<file path="src/hdl/psc_pkg.sv">
// Purpose: Shared constants for position smoothing and completion logic
// Assumes: 20 MHz clock, settings arrive as plain ports
// Notes: Times are kept in their own unit and converted to cycles here
package psc_pkg;

  // ----------------------------------------------------------------
  // Clock and time base
  // ----------------------------------------------------------------
  localparam int CLK_HZ = 20_000_000;
  localparam int TIME_UNIT_US = 100; // One setting step is 0.1 ms
  localparam int UNIT_CYCLES = (CLK_HZ / 1_000_000) * TIME_UNIT_US;

  // ----------------------------------------------------------------
  // Field widths
  // ----------------------------------------------------------------
  localparam int TC_W = 15;      // Smoothing time constant, 0..32767
  localparam int FREQ_W = 9;     // Vibration frequency, 50..500
  localparam int DAMP_W = 8;     // Vibration damping, 0..200
  localparam int WIN_W = 13;     // Error window, 0..5000 pulses
  localparam int SETTLE_W = 16;  // Settle time, 0..60000
  localparam int ERR_W = 32;     // Position error counter
  localparam int PRE_W = 16;     // Time unit prescaler

  // ----------------------------------------------------------------
  // Setting limits and values after reset
  // ----------------------------------------------------------------
  localparam logic [TC_W-1:0] TC_RESET = 15'h0000;
  localparam logic [FREQ_W-1:0] FREQ_MIN = 9'h032;   // 50
  localparam logic [FREQ_W-1:0] FREQ_MAX = 9'h1f4;   // 500
  localparam logic [FREQ_W-1:0] FREQ_RESET = 9'h064; // 100
  localparam logic [DAMP_W-1:0] DAMP_MAX = 8'hc8;    // 200
  localparam logic [DAMP_W-1:0] DAMP_RESET = 8'h19;  // 25

  // ----------------------------------------------------------------
  // Encodings
  // ----------------------------------------------------------------
  localparam logic FO_FIRST = 1'b0;  // First-order smoothing
  localparam logic FO_SECOND = 1'b1; // Second-order smoothing
  localparam logic [1:0] MODE_SPEED = 2'h0;
  localparam logic [1:0] MODE_POS = 2'h1;
  localparam logic [1:0] MODE_TORQUE = 2'h2;

  typedef enum logic [2:0] {
    ST_MOVING = 3'b001,
    ST_SETTLE = 3'b010,
    ST_DONE = 3'b100
  } psc_state_t;

endpackage : psc_pkg

</file>
<file path="src/hdl/psc_lag_stage.sv">
// Purpose: One first-order lag stage for a pulse stream
// Assumes: At most one input pulse per clock
// Notes: Output rate is pending count over time constant in cycles
`timescale 1ns/100ps
module psc_lag_stage #(
  parameter int PW = 24,
  parameter int AW = 32
) (
  // Clock and reset
  input wire logic clk,
  input wire logic resetn,
  // Control
  input wire logic bypass,
  input wire logic [AW-1:0] tc_cyc,
  // Pulse in
  input wire logic in_pulse,
  input wire logic in_dir,
  // Pulse out
  output logic out_pulse,
  output logic out_dir,
  output logic idle
);

  logic signed [PW-1:0] pend_r;
  logic signed [PW-1:0] pend_nxt;
  logic [AW:0] acc_r;
  logic [AW:0] acc_nxt;
  logic out_pulse_r;
  logic out_dir_r;

  // ----------------------------------------------------------------
  // Rate decision
  // ----------------------------------------------------------------
  wire pass = bypass | (tc_cyc == '0);
  wire neg = pend_r[PW-1];
  wire [PW-1:0] mag = neg ? PW'(-pend_r) : PW'(pend_r);
  wire [AW:0] acc_sum = acc_r + (AW+1)'(mag);
  wire fire = !pass && (pend_r != '0) && (acc_sum >= {1'b0, tc_cyc});
  wire signed [PW-1:0] inc = !in_pulse ? '0 : (in_dir ? PW'(1) : PW'(-1));
  wire signed [PW-1:0] dec = !fire ? '0 : (neg ? PW'(-1) : PW'(1));

  // Pending pulses and fractional accumulator
  always_comb begin
    pend_nxt = pass ? '0 : PW'(pend_r + inc - dec);
    if (pass || pend_r == '0) begin
      acc_nxt = '0; // Fresh start avoids a burst on the next move
    end else if (fire) begin
      acc_nxt = acc_sum - {1'b0, tc_cyc};
    end else begin
      acc_nxt = acc_sum;
    end
  end

  // Registered state and outputs
  always_ff @(posedge clk or negedge resetn) begin
    if (!resetn) begin
      pend_r <= '0;
      acc_r <= '0;
      out_pulse_r <= 1'b0;
      out_dir_r <= 1'b1;
    end else begin
      pend_r <= pend_nxt;
      acc_r <= acc_nxt;
      out_pulse_r <= pass ? in_pulse : fire;
      out_dir_r <= pass ? in_dir : !neg;
    end
  end

  assign out_pulse = out_pulse_r;
  assign out_dir = out_dir_r;
  assign idle = (pend_r == '0);

endmodule : psc_lag_stage

</file>
<file path="src/hdl/psc_top.sv">
// Purpose: Reference smoothing, vibration settings, positioning complete
// Assumes: Pulses are gear-scaled reference units, synchronous inputs
// Notes: Order and suppression enable are caught once after reset
//
// Function
// - Smooth reference pulses, first or second order
// - Filter order adopted only after restart
// - Time constant adopted only when idle, zero error
// - Suppression works in speed and position modes
// - Enable digit: 0 disables, 1 enables suppression
// - Frequency 50..500, default 100, immediate
// - Damping 0..200, default 25, immediate
// - Completion low when done, high otherwise
// - Complete when error below window past settle
// - Error counted in gear-scaled reference units
// - Completion routable to chosen output terminal
// - Speed coincidence in speed, high in torque
`timescale 1ns/100ps
module psc_top
  import psc_pkg::*;
#(
  parameter int N_OUT = 4,
  parameter int UNIT_CYC = UNIT_CYCLES
) (
  // Clock and reset
  input wire logic clk,
  input wire logic resetn,
  // Host reference and clear
  input wire logic ref_pulse,
  input wire logic ref_dir,
  input wire logic error_clear_input,
  input wire logic servo_on,
  // Motor feedback in reference units
  input wire logic fb_pulse,
  input wire logic fb_dir,
  // Mode and speed status
  input wire logic [1:0] control_mode,
  input wire logic speed_coincident,
  // Settings
  input wire logic filter_order_select,
  input wire logic [TC_W-1:0] smoothing_time_constant,
  input wire logic vibration_suppress_enable,
  input wire logic [FREQ_W-1:0] vibration_frequency_setting,
  input wire logic [DAMP_W-1:0] vibration_damping_setting,
  input wire logic [WIN_W-1:0] position_error_window,
  input wire logic [SETTLE_W-1:0] completion_settle_time,
  input wire logic [$clog2(N_OUT)-1:0] output_terminal_assignment,
  // Smoothed reference
  output logic smooth_pulse,
  output logic smooth_dir,
  // Vibration suppression
  output logic vib_active,
  output logic [FREQ_W-1:0] vib_freq_eff,
  output logic [DAMP_W-1:0] vib_damp_eff,
  // Position status
  output logic signed [ERR_W-1:0] position_error,
  output logic [TC_W-1:0] tc_active,
  output logic filter_order_active,
  output logic positioning_complete_n,
  output logic [N_OUT-1:0] out_terminal_n
);

  // ----------------------------------------------------------------
  // Restart capture
  // ----------------------------------------------------------------
  logic started_r;
  logic order_r;
  logic vib_en_r;

  // Settings caught at the first edge after reset only
  always_ff @(posedge clk or negedge resetn) begin
    if (!resetn) begin
      started_r <= 1'b0;
      order_r <= FO_FIRST;
      vib_en_r <= 1'b0;
    end else if (!started_r) begin
      started_r <= 1'b1;
      order_r <= filter_order_select;
      vib_en_r <= vibration_suppress_enable;
    end
  end

  // ----------------------------------------------------------------
  // Position error counter
  // ----------------------------------------------------------------
  logic signed [ERR_W-1:0] err_r;
  logic signed [ERR_W-1:0] err_nxt;

  // Reference adds, feedback subtracts, both in reference units
  wire signed [ERR_W-1:0] ref_step =
    !ref_pulse ? '0 : (ref_dir ? ERR_W'(1) : ERR_W'(-1));
  wire signed [ERR_W-1:0] fb_step =
    !fb_pulse ? '0 : (fb_dir ? ERR_W'(1) : ERR_W'(-1));
  wire err_clear = error_clear_input | !servo_on;
  wire err_zero = (err_r == '0);
  wire [ERR_W-1:0] err_mag = err_r[ERR_W-1] ? ERR_W'(-err_r) : ERR_W'(err_r);

  always_comb begin
    err_nxt = err_clear ? '0 : ERR_W'(err_r + ref_step - fb_step);
  end

  always_ff @(posedge clk or negedge resetn) begin
    if (!resetn) begin
      err_r <= '0;
    end else begin
      err_r <= err_nxt;
    end
  end

  // ----------------------------------------------------------------
  // Smoothing filter
  // ----------------------------------------------------------------
  logic [TC_W-1:0] tc_r;
  logic s1_pulse;
  logic s1_dir;
  logic s1_idle;
  logic s2_idle;
  logic s2_pulse;
  logic s2_dir;

  // New constant only in a quiet moment, so no pulses are lost
  wire tc_adopt = !ref_pulse && err_zero && s1_idle && s2_idle;
  wire [31:0] tc_cyc = 32'(tc_r) * 32'(UNIT_CYC);
  wire second_off = (order_r == FO_FIRST);

  always_ff @(posedge clk or negedge resetn) begin
    if (!resetn) begin
      tc_r <= TC_RESET;
    end else if (tc_adopt) begin
      tc_r <= smoothing_time_constant;
    end
  end

  // First lag always in the path; zero constant passes straight
  psc_lag_stage #(.PW(24), .AW(32)) u_lag1 (
    .clk(clk),
    .resetn(resetn),
    .bypass(1'b0),
    .tc_cyc(tc_cyc),
    .in_pulse(ref_pulse),
    .in_dir(ref_dir),
    .out_pulse(s1_pulse),
    .out_dir(s1_dir),
    .idle(s1_idle)
  );

  // Second lag gives the second-order response when selected
  psc_lag_stage #(.PW(24), .AW(32)) u_lag2 (
    .clk(clk),
    .resetn(resetn),
    .bypass(second_off),
    .tc_cyc(tc_cyc),
    .in_pulse(s1_pulse),
    .in_dir(s1_dir),
    .out_pulse(s2_pulse),
    .out_dir(s2_dir),
    .idle(s2_idle)
  );

  // ----------------------------------------------------------------
  // Vibration suppression settings
  // ----------------------------------------------------------------
  logic vib_active_r;
  logic [FREQ_W-1:0] freq_r;
  logic [DAMP_W-1:0] damp_r;

  // Out-of-range writes are clamped rather than rejected
  wire [FREQ_W-1:0] freq_clamp =
    (vibration_frequency_setting < FREQ_MIN) ? FREQ_MIN :
    (vibration_frequency_setting > FREQ_MAX) ? FREQ_MAX :
    vibration_frequency_setting;
  wire [DAMP_W-1:0] damp_clamp =
    (vibration_damping_setting > DAMP_MAX) ? DAMP_MAX :
    vibration_damping_setting;
  wire vib_mode_ok = (control_mode == MODE_SPEED) ||
    (control_mode == MODE_POS);
  wire vib_on = vib_en_r && vib_mode_ok;

  // Settings follow the ports every cycle, zero while disabled
  always_ff @(posedge clk or negedge resetn) begin
    if (!resetn) begin
      vib_active_r <= 1'b0;
      freq_r <= FREQ_RESET;
      damp_r <= DAMP_RESET;
    end else begin
      vib_active_r <= vib_on;
      freq_r <= vib_on ? freq_clamp : '0;
      damp_r <= vib_on ? damp_clamp : '0;
    end
  end

  // ----------------------------------------------------------------
  // Settle timing
  // ----------------------------------------------------------------
  logic [PRE_W-1:0] pre_r;
  logic [SETTLE_W:0] cnt_r;
  logic [SETTLE_W:0] cnt_nxt;
  psc_state_t st_r;
  psc_state_t st_nxt;

  wire tick = (pre_r == PRE_W'(UNIT_CYC - 1));
  wire in_win = (err_mag < ERR_W'(position_error_window));
  wire pos_mode = (control_mode == MODE_POS) && servo_on;
  wire settled = (cnt_r > (SETTLE_W+1)'(completion_settle_time));

  // Free-running 0.1 ms prescaler
  always_ff @(posedge clk or negedge resetn) begin
    if (!resetn) begin
      pre_r <= '0;
    end else begin
      pre_r <= tick ? '0 : PRE_W'(pre_r + 1'b1);
    end
  end

  // Completion sequence; any excursion restarts the settle time
  always_comb begin
    st_nxt = st_r;
    cnt_nxt = cnt_r;
    unique case (st_r)
      ST_MOVING: begin
        cnt_nxt = '0;
        if (pos_mode && in_win) begin
          st_nxt = ST_SETTLE;
        end
      end
      ST_SETTLE: begin
        if (!pos_mode || !in_win) begin
          st_nxt = ST_MOVING;
        end else if (settled) begin
          st_nxt = ST_DONE;
        end else if (tick && !cnt_r[SETTLE_W]) begin
          cnt_nxt = (SETTLE_W+1)'(cnt_r + 1'b1);
        end
      end
      ST_DONE: begin
        if (!pos_mode || !in_win) begin
          st_nxt = ST_MOVING;
        end
      end
      default: begin
        st_nxt = ST_MOVING;
        cnt_nxt = '0;
      end
    endcase
  end

  always_ff @(posedge clk or negedge resetn) begin
    if (!resetn) begin
      st_r <= ST_MOVING;
      cnt_r <= '0;
    end else begin
      st_r <= st_nxt;
      cnt_r <= cnt_nxt;
    end
  end

  // ----------------------------------------------------------------
  // Completion output and terminal routing
  // ----------------------------------------------------------------
  logic positioning_complete_n_n_r;
  logic [N_OUT-1:0] term_n_r;
  logic positioning_complete_n_n_nxt;

  // Shared pin: completion, speed coincidence, or idle high
  always_comb begin
    if (control_mode == MODE_POS) begin
      positioning_complete_n_n_nxt = (st_r != ST_DONE);
    end else if (control_mode == MODE_SPEED) begin
      positioning_complete_n_n_nxt = !speed_coincident;
    end else begin
      positioning_complete_n_n_nxt = 1'b1;
    end
  end

  always_ff @(posedge clk or negedge resetn) begin
    if (!resetn) begin
      positioning_complete_n_n_r <= 1'b1;
      term_n_r <= '1;
    end else begin
      positioning_complete_n_n_r <= positioning_complete_n_n_nxt;
      for (int i = 0; i < N_OUT; i++) begin
        term_n_r[i] <= (output_terminal_assignment == i) ?
          positioning_complete_n_n_nxt : 1'b1;
      end
    end
  end

  // ----------------------------------------------------------------
  // Output drive
  // ----------------------------------------------------------------
  assign smooth_pulse = s2_pulse;
  assign smooth_dir = s2_dir;
  assign vib_active = vib_active_r;
  assign vib_freq_eff = freq_r;
  assign vib_damp_eff = damp_r;
  assign position_error = err_r;
  assign tc_active = tc_r;
  assign filter_order_active = order_r;
  assign positioning_complete_n = positioning_complete_n_n_r;
  assign out_terminal_n = term_n_r;

endmodule : psc_top

</file>
<file path="config.mk">
export PLATFORM = sky130hd
export DESIGN_NAME = psc_top
export DESIGN_NICKNAME = d
export VERILOG_FILES = /design/src/hdl/psc_pkg.sv /design/src/hdl/psc_lag_stage.sv /design/src/hdl/psc_top.sv
export SDC_FILE = /design/constraint.sdc
export NUM_CORES = 1
export LEC_CHECK = 0
export BUFFER_PORTS_ARGS = -buffer_cell sky130_fd_sc_hd__buf_2
export CAP_MARGIN = 10
export CORE_ASPECT_RATIO = 1.4
export CORE_UTILIZATION = 40
export CTS_BUF_LIST = sky130_fd_sc_hd__clkbuf_4 sky130_fd_sc_hd__clkbuf_8 sky130_fd_sc_hd__clkbuf_16
export DETAILED_ROUTE_END_ITERATION = 8
export MAX_ROUTING_LAYER = met4
export SLEW_MARGIN = 20
export SYNTH_ARGS = -nofsm -noshare
export SYNTH_HDL_FRONTEND = slang
export SYNTH_SLANG_ARGS = --single-unit
export TNS_END_PERCENT = 10
</file>
<file path="constraint.sdc">
create_clock -name clk -period 13.3 [get_ports clk]
set_input_delay 0.665 -clock clk [delete_from_list [all_inputs] [get_ports clk]]
set_output_delay 0.665 -clock clk [all_outputs]
set_load 0.05 [all_outputs]
</file>
==> metrics.md, run 1 <==
| Metric | Value |
|---|---|
| Pin count of the biggest net entering global routing | `113` |
| Startpoint types | `flop` |
| Layout overhead on the synthesized area | `11.6%` |
| Transition time at the pin with the least slew margin | `1030 ps` |
| Avg Synthesized Cell Area | `8.58 sq um` |
| Vias in the first global route | `21900` |
| Startpoint of the worst-slack reg-to-reg timing path | `tc_active[1]` |
| Maximum clock frequency | `86.5 MHz` |
| Post-synthesis cell type count | `97` |
| Boundary Pins | `149` |
| Netlist area before placement | `24600 sq um` |
| Tightest slew margin relative to the limit | `30.6%` |
| #FFs+latches synth | `227` |
| Gate Count Post-Synth | `2864` |
| Syn_nets | `3324` |
| Final GP Congestion | `0.901` |
| Post-CTS Hold Buffers | `0` |
| Max-capacitance violation count | `0` |
| Aggregate global-route resource usage | `21.7%` |
| Drt pass-1 iters | `5` |
| GR Overflow Total | `0` |
| Clock network latency to the later pin of the worst-skew pair | `610 ps` |
| Crit-path leading delay family | `compound AO/OA/AOI/OAI gates` |
| Critical path class | `flop to flop` |
| Synth top area share | `21.7%` |
| Number of sinks handled by clock tree synthesis | `227` |
| Count of unresolved DRC violations after routing | `0` |
| CTS HTree Levels | `1` |
| Number of placement rows | `107` |
| Min cycle time layout | `11560 ps` |
| Result of the run | `complete, no violations` |
| Number of enable flip-flop cells after synthesis | `0` |
| Total CTS buffers | `30` |
| Largest cells by area after synthesis | `dfrtp_1 22%, ha_1 13%, fa_1 11%` |
| Synth warn | `0` |
| Core Box Area | `60800 sq um` |
| Post-detailed-placement half-perimeter wirelength | `51100 um` |
| Fraction of the cycle the final worst path needs | `86.9%` |
| Count of routing violations after the opening detailed-route iteration | `825` |
| Critical R2R Capture | `u_lag1.pend_r[23]` |
| Final clock skew | `25.2 ps` |
| Detail-routed net length per standard cell | `16.7 um` |
| Sequential fraction of the synthesis area | `23.2%` |
| Antenna Nets Post-Route | `0` |
| CP Data Arrival Time | `12040 ps` |
| CTS Root Cell | `clkbuf_16` |
| Internal reg-to-reg setup slack | `1740 ps` |
| Global-route wire length before repair | `108000 um` |
| Crit path capture type | `flop` |
| Reg2reg path depth | `45` |
| Initial antenna violation count | `2` |
| Die extent in y | `295 um` |
| Number of pins exceeding their max-slew limit in the final report | `0` |
| Critical Path RT | `13770 ps` |
| Maximum clock insertion buffer count | `3` |
| Die Outline Area | `62500 sq um` |
| Slowest-stage cell, CP | `fa_1` |
| Clock tree from TritonCTS | `done` |
| Share of synthesized flip-flops with an asynchronous set or reset | `100%` |
| Slowest cell delay on critical path | `610 ps` |
| Vias per Instance | `5.35` |
| Final number of setup-violating endpoints | `0` |
| Post-CTS clock slew at the launch and capture registers of the worst setup and hold paths | `60 ps` |
| Critical path fanouts, max | `22` |
| Post-CTS setup buffers | `0` |
| Setup TNS after final layout | `0 ps` |
| Buffer and inverter count on the worst path | `6` |
| Final hold violation count | `0` |
| DRT Wirelength | `64300 um` |
| Unrepaired setup endpoints after global routing | `no` |
| Width of the die | `212 um` |
| Number of resized instances in the post-cts repair step | `0` |
| Number of nets in the final layout | `3474` |
| Count of input and output buffers | `148` |
| Ys flop type | `dfrtp_1` |
| Cell type with the highest aggregate area in the netlist | `dfrtp_1` |
| Type of the worst min-delay path | `input pin to async pin` |
| Routed vias | `20600` |
| Fraction of layout cells with a size suffix above 1 | `10.2%` |
| Initial Util | `40.4%` |
==> sequential cells by signal (all words and copies together) (netlist names), 9 cells and up <==
register and cells:
cnt_r 17, position_error 32, u_lag1.acc_r 33, u_lag2.pend_r 24, u_lag2.acc_r 33, pre_r 16
vib_freq_eff 9, u_lag1.pend_r 24, tc_active 15
==> layout make-up <==
class / count / area, sq um
diodes: 1 / 2.50
clock buffers: 38 / 836
clock inverters: 18 / 264
fillers: 6018 / 33300
inverters: 409 / 1540
multi-input cells: 2175 / 17200
flip-flops and latches: 227 / 5700
well taps: 817 / 1020
repair buffers: 171 / 923
==> cell families after synthesis <==
kind of cell	count (synthesis)	share of synthesized area (%)
multiplexers	50	2.15
AND/OR/NAND/NOR	862	17.5
buffers and inverters	462	7.17
adder cells (fa/ha/maj)	389	23.7
AO/OA/AOI/OAI	610	16.7
other	1	0.0153
flip-flops	227	23.2
XOR/XNOR	263	9.51
==> metrics by stage <==
stage	cell area, sq um	std cells	hold slack (ps)	utilization [%]	setup WS (ps)
global placement	26300	3799	443	43.3	1920
finish	27400	3856	135	45.1	1740
CTS	27400	3855	177	45.1	1730
detailed placement	26300	3799	452	43.3	1780
floorplan	24600	2864	369	-	2270
global route	27400	3856	175	45.1	895
==> Yosys cell counts, drive strengths merged, types with 18 or more instances <==
| master | count |
|---|---|
| fa | 131 |
| xnor2 | 176 |
| nand2b | 35 |
| nand3 | 71 |
| o21bai | 21 |
| mux2i | 28 |
| a21o | 79 |
| and3 | 43 |
| xor2 | 85 |
| ha | 253 |
| nand4 | 40 |
| nor4 | 18 |
| a211oi | 39 |
| a21oi | 169 |
| buf | 19 |
| dfrtp | 213 |
| inv | 409 |
| o21ai | 126 |
| mux2 | 22 |
| nor2 | 270 |
| o21a | 24 |
| o31ai | 35 |
| nor3 | 63 |
| nand2 | 158 |
| nor2b | 34 |
| clkbuf | 34 |
| and2 | 38 |
| or3 | 32 |
==> metal layers <==
layer	vias up	global-route usage [%]	share of wire [%]
met2	359	40.7	53
met3	156	1.99	2.9
met1	10000	23.7	40
li1	10100	-	-
met5	-	-	0
met4	0	7.69	3.6
==> layout by cell type (no fill, tap or decap), drive strengths merged, types with 38 or more instances in the layout <==
cell and instances:
a21oi 169, nand3 71, a211oi 39, xnor2 176, nand4 40, nor2 270, fa 131, and2 38
dfrtp 213, xor2 85, nand2 158, clkbuf 38, a21o 79, and3 43, nor3 63, o21ai 126
buf 171, ha 253, inv 412
==> worst max path at each step <==
| stage | startpoint | endpoint | slack (ps) | cells past startpoint |
|---|---|---|---|---|
| floorplan | tc_active[1] | u_lag1.pend_r[23] | 2270 | 43 |
| global placement | tc_active[1] | u_lag1.pend_r[23] | 1920 | 45 |
| detailed placement | tc_active[1] | u_lag1.pend_r[23] | 1780 | 45 |
| CTS | tc_active[1] | u_lag1.pend_r[23] | 1730 | 45 |
| global route | tc_active[1] | u_lag1.pend_r[23] | 900 | 45 |
| finish | tc_active[1] | u_lag1.pend_r[23] | 1740 | 45 |
Power of run 1 is left out: the tool's default activity adds up to more than one toggle a clock period on the data nets, which glitch-free logic cannot reach.
==> run 2: changes to the inputs <==
--- a/config.mk
+++ b/config.mk
@@ -5,6 +5,7 @@
 export SDC_FILE = /design/constraint.sdc
 export NUM_CORES = 1
 export LEC_CHECK = 0
+export ABC_AREA = 1
 export BUFFER_PORTS_ARGS = -buffer_cell sky130_fd_sc_hd__buf_2
 export CAP_MARGIN = 10
 export CORE_ASPECT_RATIO = 1.4
==> run 2 against run 1 <==
  * Count of clock-buffer cells in the layout down 8
  * Critical endpoint is now u_lag2.pend_r[16]
  * Die area up 12%
  * Final area up 11%
  * Non-clock buffer count down 15
  * Register-to-register slack better by 1900 ps
  * Via count up 25%
  * Cell count up 33%
==> metrics.md, run 2 <==
| Metric | Value |
|---|---|
| Synth warn | `0 (unchanged)` |
| Startpoint types | `flop (unchanged)` |
| DRT Wirelength | `83800 um (was 64300 um)` |
| Post-CTS Hold Buffers | `0 (unchanged)` |
| Number of enable flip-flop cells after synthesis | `0 (unchanged)` |
| Post-CTS setup buffers | `0 (unchanged)` |
| Routed met2 length | `44300 um (was 34300 um)` |
| Vias per Instance | `5.02 (was 5.35)` |
| CTS Root Cell | `clkbuf_16 (unchanged)` |
| Syn_nets | `4510 (was 3324)` |
| Critical Path RT | `13780 ps (was 13770 ps)` |
| Most frequent cell on the critical path | `nand2_1` |
| Post-detailed-placement half-perimeter wirelength | `69000 um (was 51100 um)` |
| Die extent in y | `313 um (was 295 um)` |
| Transition time at the pin with the least slew margin | `1090 ps (was 1030 ps)` |
| Leakage power | `16.8 nW` |
| Boundary Pins | `149 (unchanged)` |
| Cell type with the highest aggregate area in the netlist | `dfrtp_1 (unchanged)` |
| Maximum clock insertion buffer count | `3 (unchanged)` |
| Final clock skew | `34.0 ps (was 25.2 ps)` |
| #FFs+latches synth | `227 (unchanged)` |
| Critical R2R Capture | `u_lag2.pend_r[16] (was u_lag1.pend_r[23])` |
| Routed met1 length | `34000 um (was 25800 um)` |
| Gate Count Post-Synth | `4050 (was 2864)` |
| Setup TNS after final layout | `0 ps (unchanged)` |
| Avg Synthesized Cell Area | `6.82 sq um (was 8.58 sq um)` |
| Max-capacitance violation count | `0 (unchanged)` |
| Final number of setup-violating endpoints | `0 (unchanged)` |
| Drt pass-1 iters | `5 (unchanged)` |
| Aggregate global-route resource usage | `24.7% (was 21.7%)` |
| Type of the worst min-delay path | `input pin to async pin (unchanged)` |
| Reg2reg path depth | `38 (was 45)` |
| Netlist area before placement | `27600 sq um (was 24600 sq um)` |
| Crit path capture type | `flop (unchanged)` |
| Most common library cell in the layout ignoring fill and taps | `nand2_1 (was inv_1)` |
| Core Box Area | `68100 sq um (was 60800 sq um)` |
| Global-route wire length before repair | `133000 um (was 108000 um)` |
| Share of synthesized flip-flops with an asynchronous set or reset | `100% (unchanged)` |
| Fraction of layout cells with a size suffix above 1 | `8.60% (was 10.2%)` |
| Area fraction in compound gates after synthesis | `9.73% (was 16.7%)` |
| Sum of internal, switching and leakage power | `0.00831 W` |
| GR Overflow Total | `0 (unchanged)` |
| Share of synthesized cell area in and, or, nand and nor gates | `30.1% (was 17.5%)` |
| Critical path class | `flop to flop (unchanged)` |
| Number of resized instances in the post-cts repair step | `0 (unchanged)` |
| Die Outline Area | `70200 sq um (was 62500 sq um)` |
| Post-CTS clock slew at the launch and capture registers of the worst setup and hold paths | `70 ps (was 60 ps)` |
| Sequential fraction of the synthesis area | `20.6% (was 23.2%)` |
| Layout overhead on the synthesized area | `10.4% (was 11.6%)` |
| Number of pins exceeding their max-slew limit in the final report | `0 (unchanged)` |
| Unrepaired setup endpoints after global routing | `no (unchanged)` |
| Initial Util | `40.6% (was 40.4%)` |
| CP Data Arrival Time | `10120 ps (was 12040 ps)` |
| Vias in the first global route | `25800 (was 21900)` |
| Number of sinks handled by clock tree synthesis | `227 (unchanged)` |
| Total CTS buffers | `28 (was 30)` |
| Largest cells by area after synthesis | `dfrtp_1 19%, nand2_1 13%, ha_1 11% (was dfrtp_1 22%, ha_1 13%, fa_1 11%)` |
| P per Cell Area | `272 nW/um^2` |
| Clock network latency to the later pin of the worst-skew pair | `630 ps (was 610 ps)` |
| Dominant cell by count in the synthesized netlist | `nand2_1 (was inv_1)` |
| Ys flop type | `dfrtp_1 (unchanged)` |
| Most numerous cell types in the synthesized netlist | `983 x nand2_1, 746 x inv_1, 439 x nor2_1 (was 409 x inv_1, 270 x nor2_1, 253 x ha_1)` |
| Slowest-stage cell, CP | `nor2_4 (was fa_1)` |
| Count of input and output buffers | `148 (unchanged)` |
| Synth top area share | `19.3% (was 21.7%)` |
| Detail-routed net length per standard cell | `16.3 um (was 16.7 um)` |
| Internal reg-to-reg setup slack | `3670 ps (was 1740 ps)` |
| Setup slack after placement | `3650 ps (was 1780 ps)` |
| Antenna Nets Post-Route | `0 (unchanged)` |
| Peak supply drop | `0.000204 V` |
| Critical path endpoint | `u_lag2.pend_r[16] (was u_lag1.pend_r[23])` |
| Count of unresolved DRC violations after routing | `0 (unchanged)` |
| Maximum clock frequency | `104 MHz (was 86.5 MHz)` |
| Routed vias | `25800 (was 20600)` |
| Post-synthesis cell type count | `60 (was 97)` |
| Count of routing violations after the opening detailed-route iteration | `1383 (was 825)` |
| Final hold violation count | `0 (unchanged)` |
| Utilization after layout | `44.8% (was 45.1%)` |
| Min cycle time layout | `9630 ps (was 11560 ps)` |
| Clock tree from TritonCTS | `done (unchanged)` |
| Width of the die | `224 um (was 212 um)` |
| Critical path fanouts, max | `44 (was 22)` |
| Final GP Congestion | `0.962 (was 0.901)` |
| Combinational family with the most area after synthesis | `simple AND/OR/NAND/NOR gates (was adder cells)` |
| Number of nets in the final layout | `4659 (was 3474)` |
| Result of the run | `complete, no violations (unchanged)` |
| Adder-cell share of the synthesized area | `20.9% (was 23.7%)` |
| Initial antenna violation count | `1 (was 2)` |
| Fraction of the cycle the final worst path needs | `72.4% (was 86.9%)` |
| Amount of wire on met3 after detailed routing | `2270 um (was 1880 um)` |
| Launch point of the critical path | `tc_active[1] (unchanged)` |
| Fraction of synthesized cell area in xor and xnor cells | `6.74% (was 9.51%)` |
| Tightest slew margin relative to the limit | `27.0% (was 30.6%)` |
| Commonest cells after routing, fill and taps aside | `983 x nand2_1, 744 x inv_1, 438 x nor2_1 (was 409 x inv_1, 270 x nor2_1, 253 x ha_1)` |
| Slowest cell delay on critical path | `790 ps (was 610 ps)` |
| Worst setup slack after layout | `3670 ps (was 1740 ps)` |
| Pin count of the biggest net entering global routing | `100 (was 113)` |
| Startpoint of the worst-slack reg-to-reg timing path | `tc_active[1] (unchanged)` |
| Uppermost layer routed | `met4 (unchanged)` |
| Number of placement rows | `113 (was 107)` |
| Multiplexer fraction of the synthesized cell area | `0.693% (was 2.15%)` |
| CTS HTree Levels | `1 (unchanged)` |
[run 2: cell types whose count changed in the layout (fill, tap and decap cells not counted), moves of 63 or more]
| cell | delta |
|---|---|
| nand2_1 | +827 |
| inv_1 | +335 |
| nor2_1 | +168 |
| xnor2_1 | -121 |
| nand3_1 | +115 |
| a21oi_1 | +94 |
| a21o_1 | -73 |
| xor2_1 | +70 |
| nand4_1 | +63 |
[run 2: routing by layer]
metal	vias to the layer above	track usage (%)
met4	0	9.46
met2	475	45.5
met5	-	-
met1	12000	27.5
met3	162	1.65
li1	13200	-
[run 2: metrics by stage]
stage / hold slack [ps] / cell area (sq um) / instances
finish: 127 / 30500 / 5142
global route: 184 / 30500 / 5142
floorplan: 369 / 27600 / 4050
CTS: 142 / 30500 / 5141
global placement: 454 / 29400 / 5089
detailed placement: 457 / 29400 / 5089
[run 2: cells by family (layout without fill, tap and decap cells)]
kind of cell / count (synthesis) / in the layout
XOR/XNOR: 211 / 211
AND/OR/NAND/NOR: 1918 / 1918
multiplexers: 17 / 17
other: 1 / 2
adder cells (fa/ha/maj): 384 / 384
flip-flops: 227 / 227
AO/OA/AOI/OAI: 490 / 490
buffers and inverters: 802 / 973
[run 2: layout make-up]
| class | instances | area [sq um] |
|---|---|---|
| Antenna cell | 1 | 2.50 |
| Inverter | 765 | 2870 |
| Tap cell | 920 | 1150 |
| Clock buffer | 30 | 722 |
| Sequential cell | 227 | 5700 |
| Fill cell | 7313 | 37600 |
| Multi-Input combinational cell | 3021 | 18900 |
| Timing Repair Buffer | 156 | 811 |
| Clock inverter | 22 | 368 |
[run 2: worst min-delay path by stage]
stage,from,end,depth (start not counted)
floorplan,resetn,cnt_r[0],0
global placement,pre_r[0],pre_r[0],1
detailed placement,pre_r[0],pre_r[0],1
CTS,resetn,u_lag1.acc_r[6],1
global route,resetn,u_lag1.acc_r[27],1
finish,resetn,u_lag1.pend_r[0],1
[run 2: where the power goes]
group	internal, W	switching, W
registers	0.000853	0.000137
logic	0.00211	0.00428
clock network	0.000555	0.000370
total	0.00352	0.00479
[run 2: critical path, delay by kind of cell (launching register included)]
kind | cells | cell delay (ps)
simple gates | 19 | 2870
xor+xnor | 2 | 610
flops | 1 | 540
compound gates | 6 | 1440
fa+ha+maj | 8 | 3800
buf+inv | 3 | 220
No activity file was read; power rests on OpenSTA's default activity.
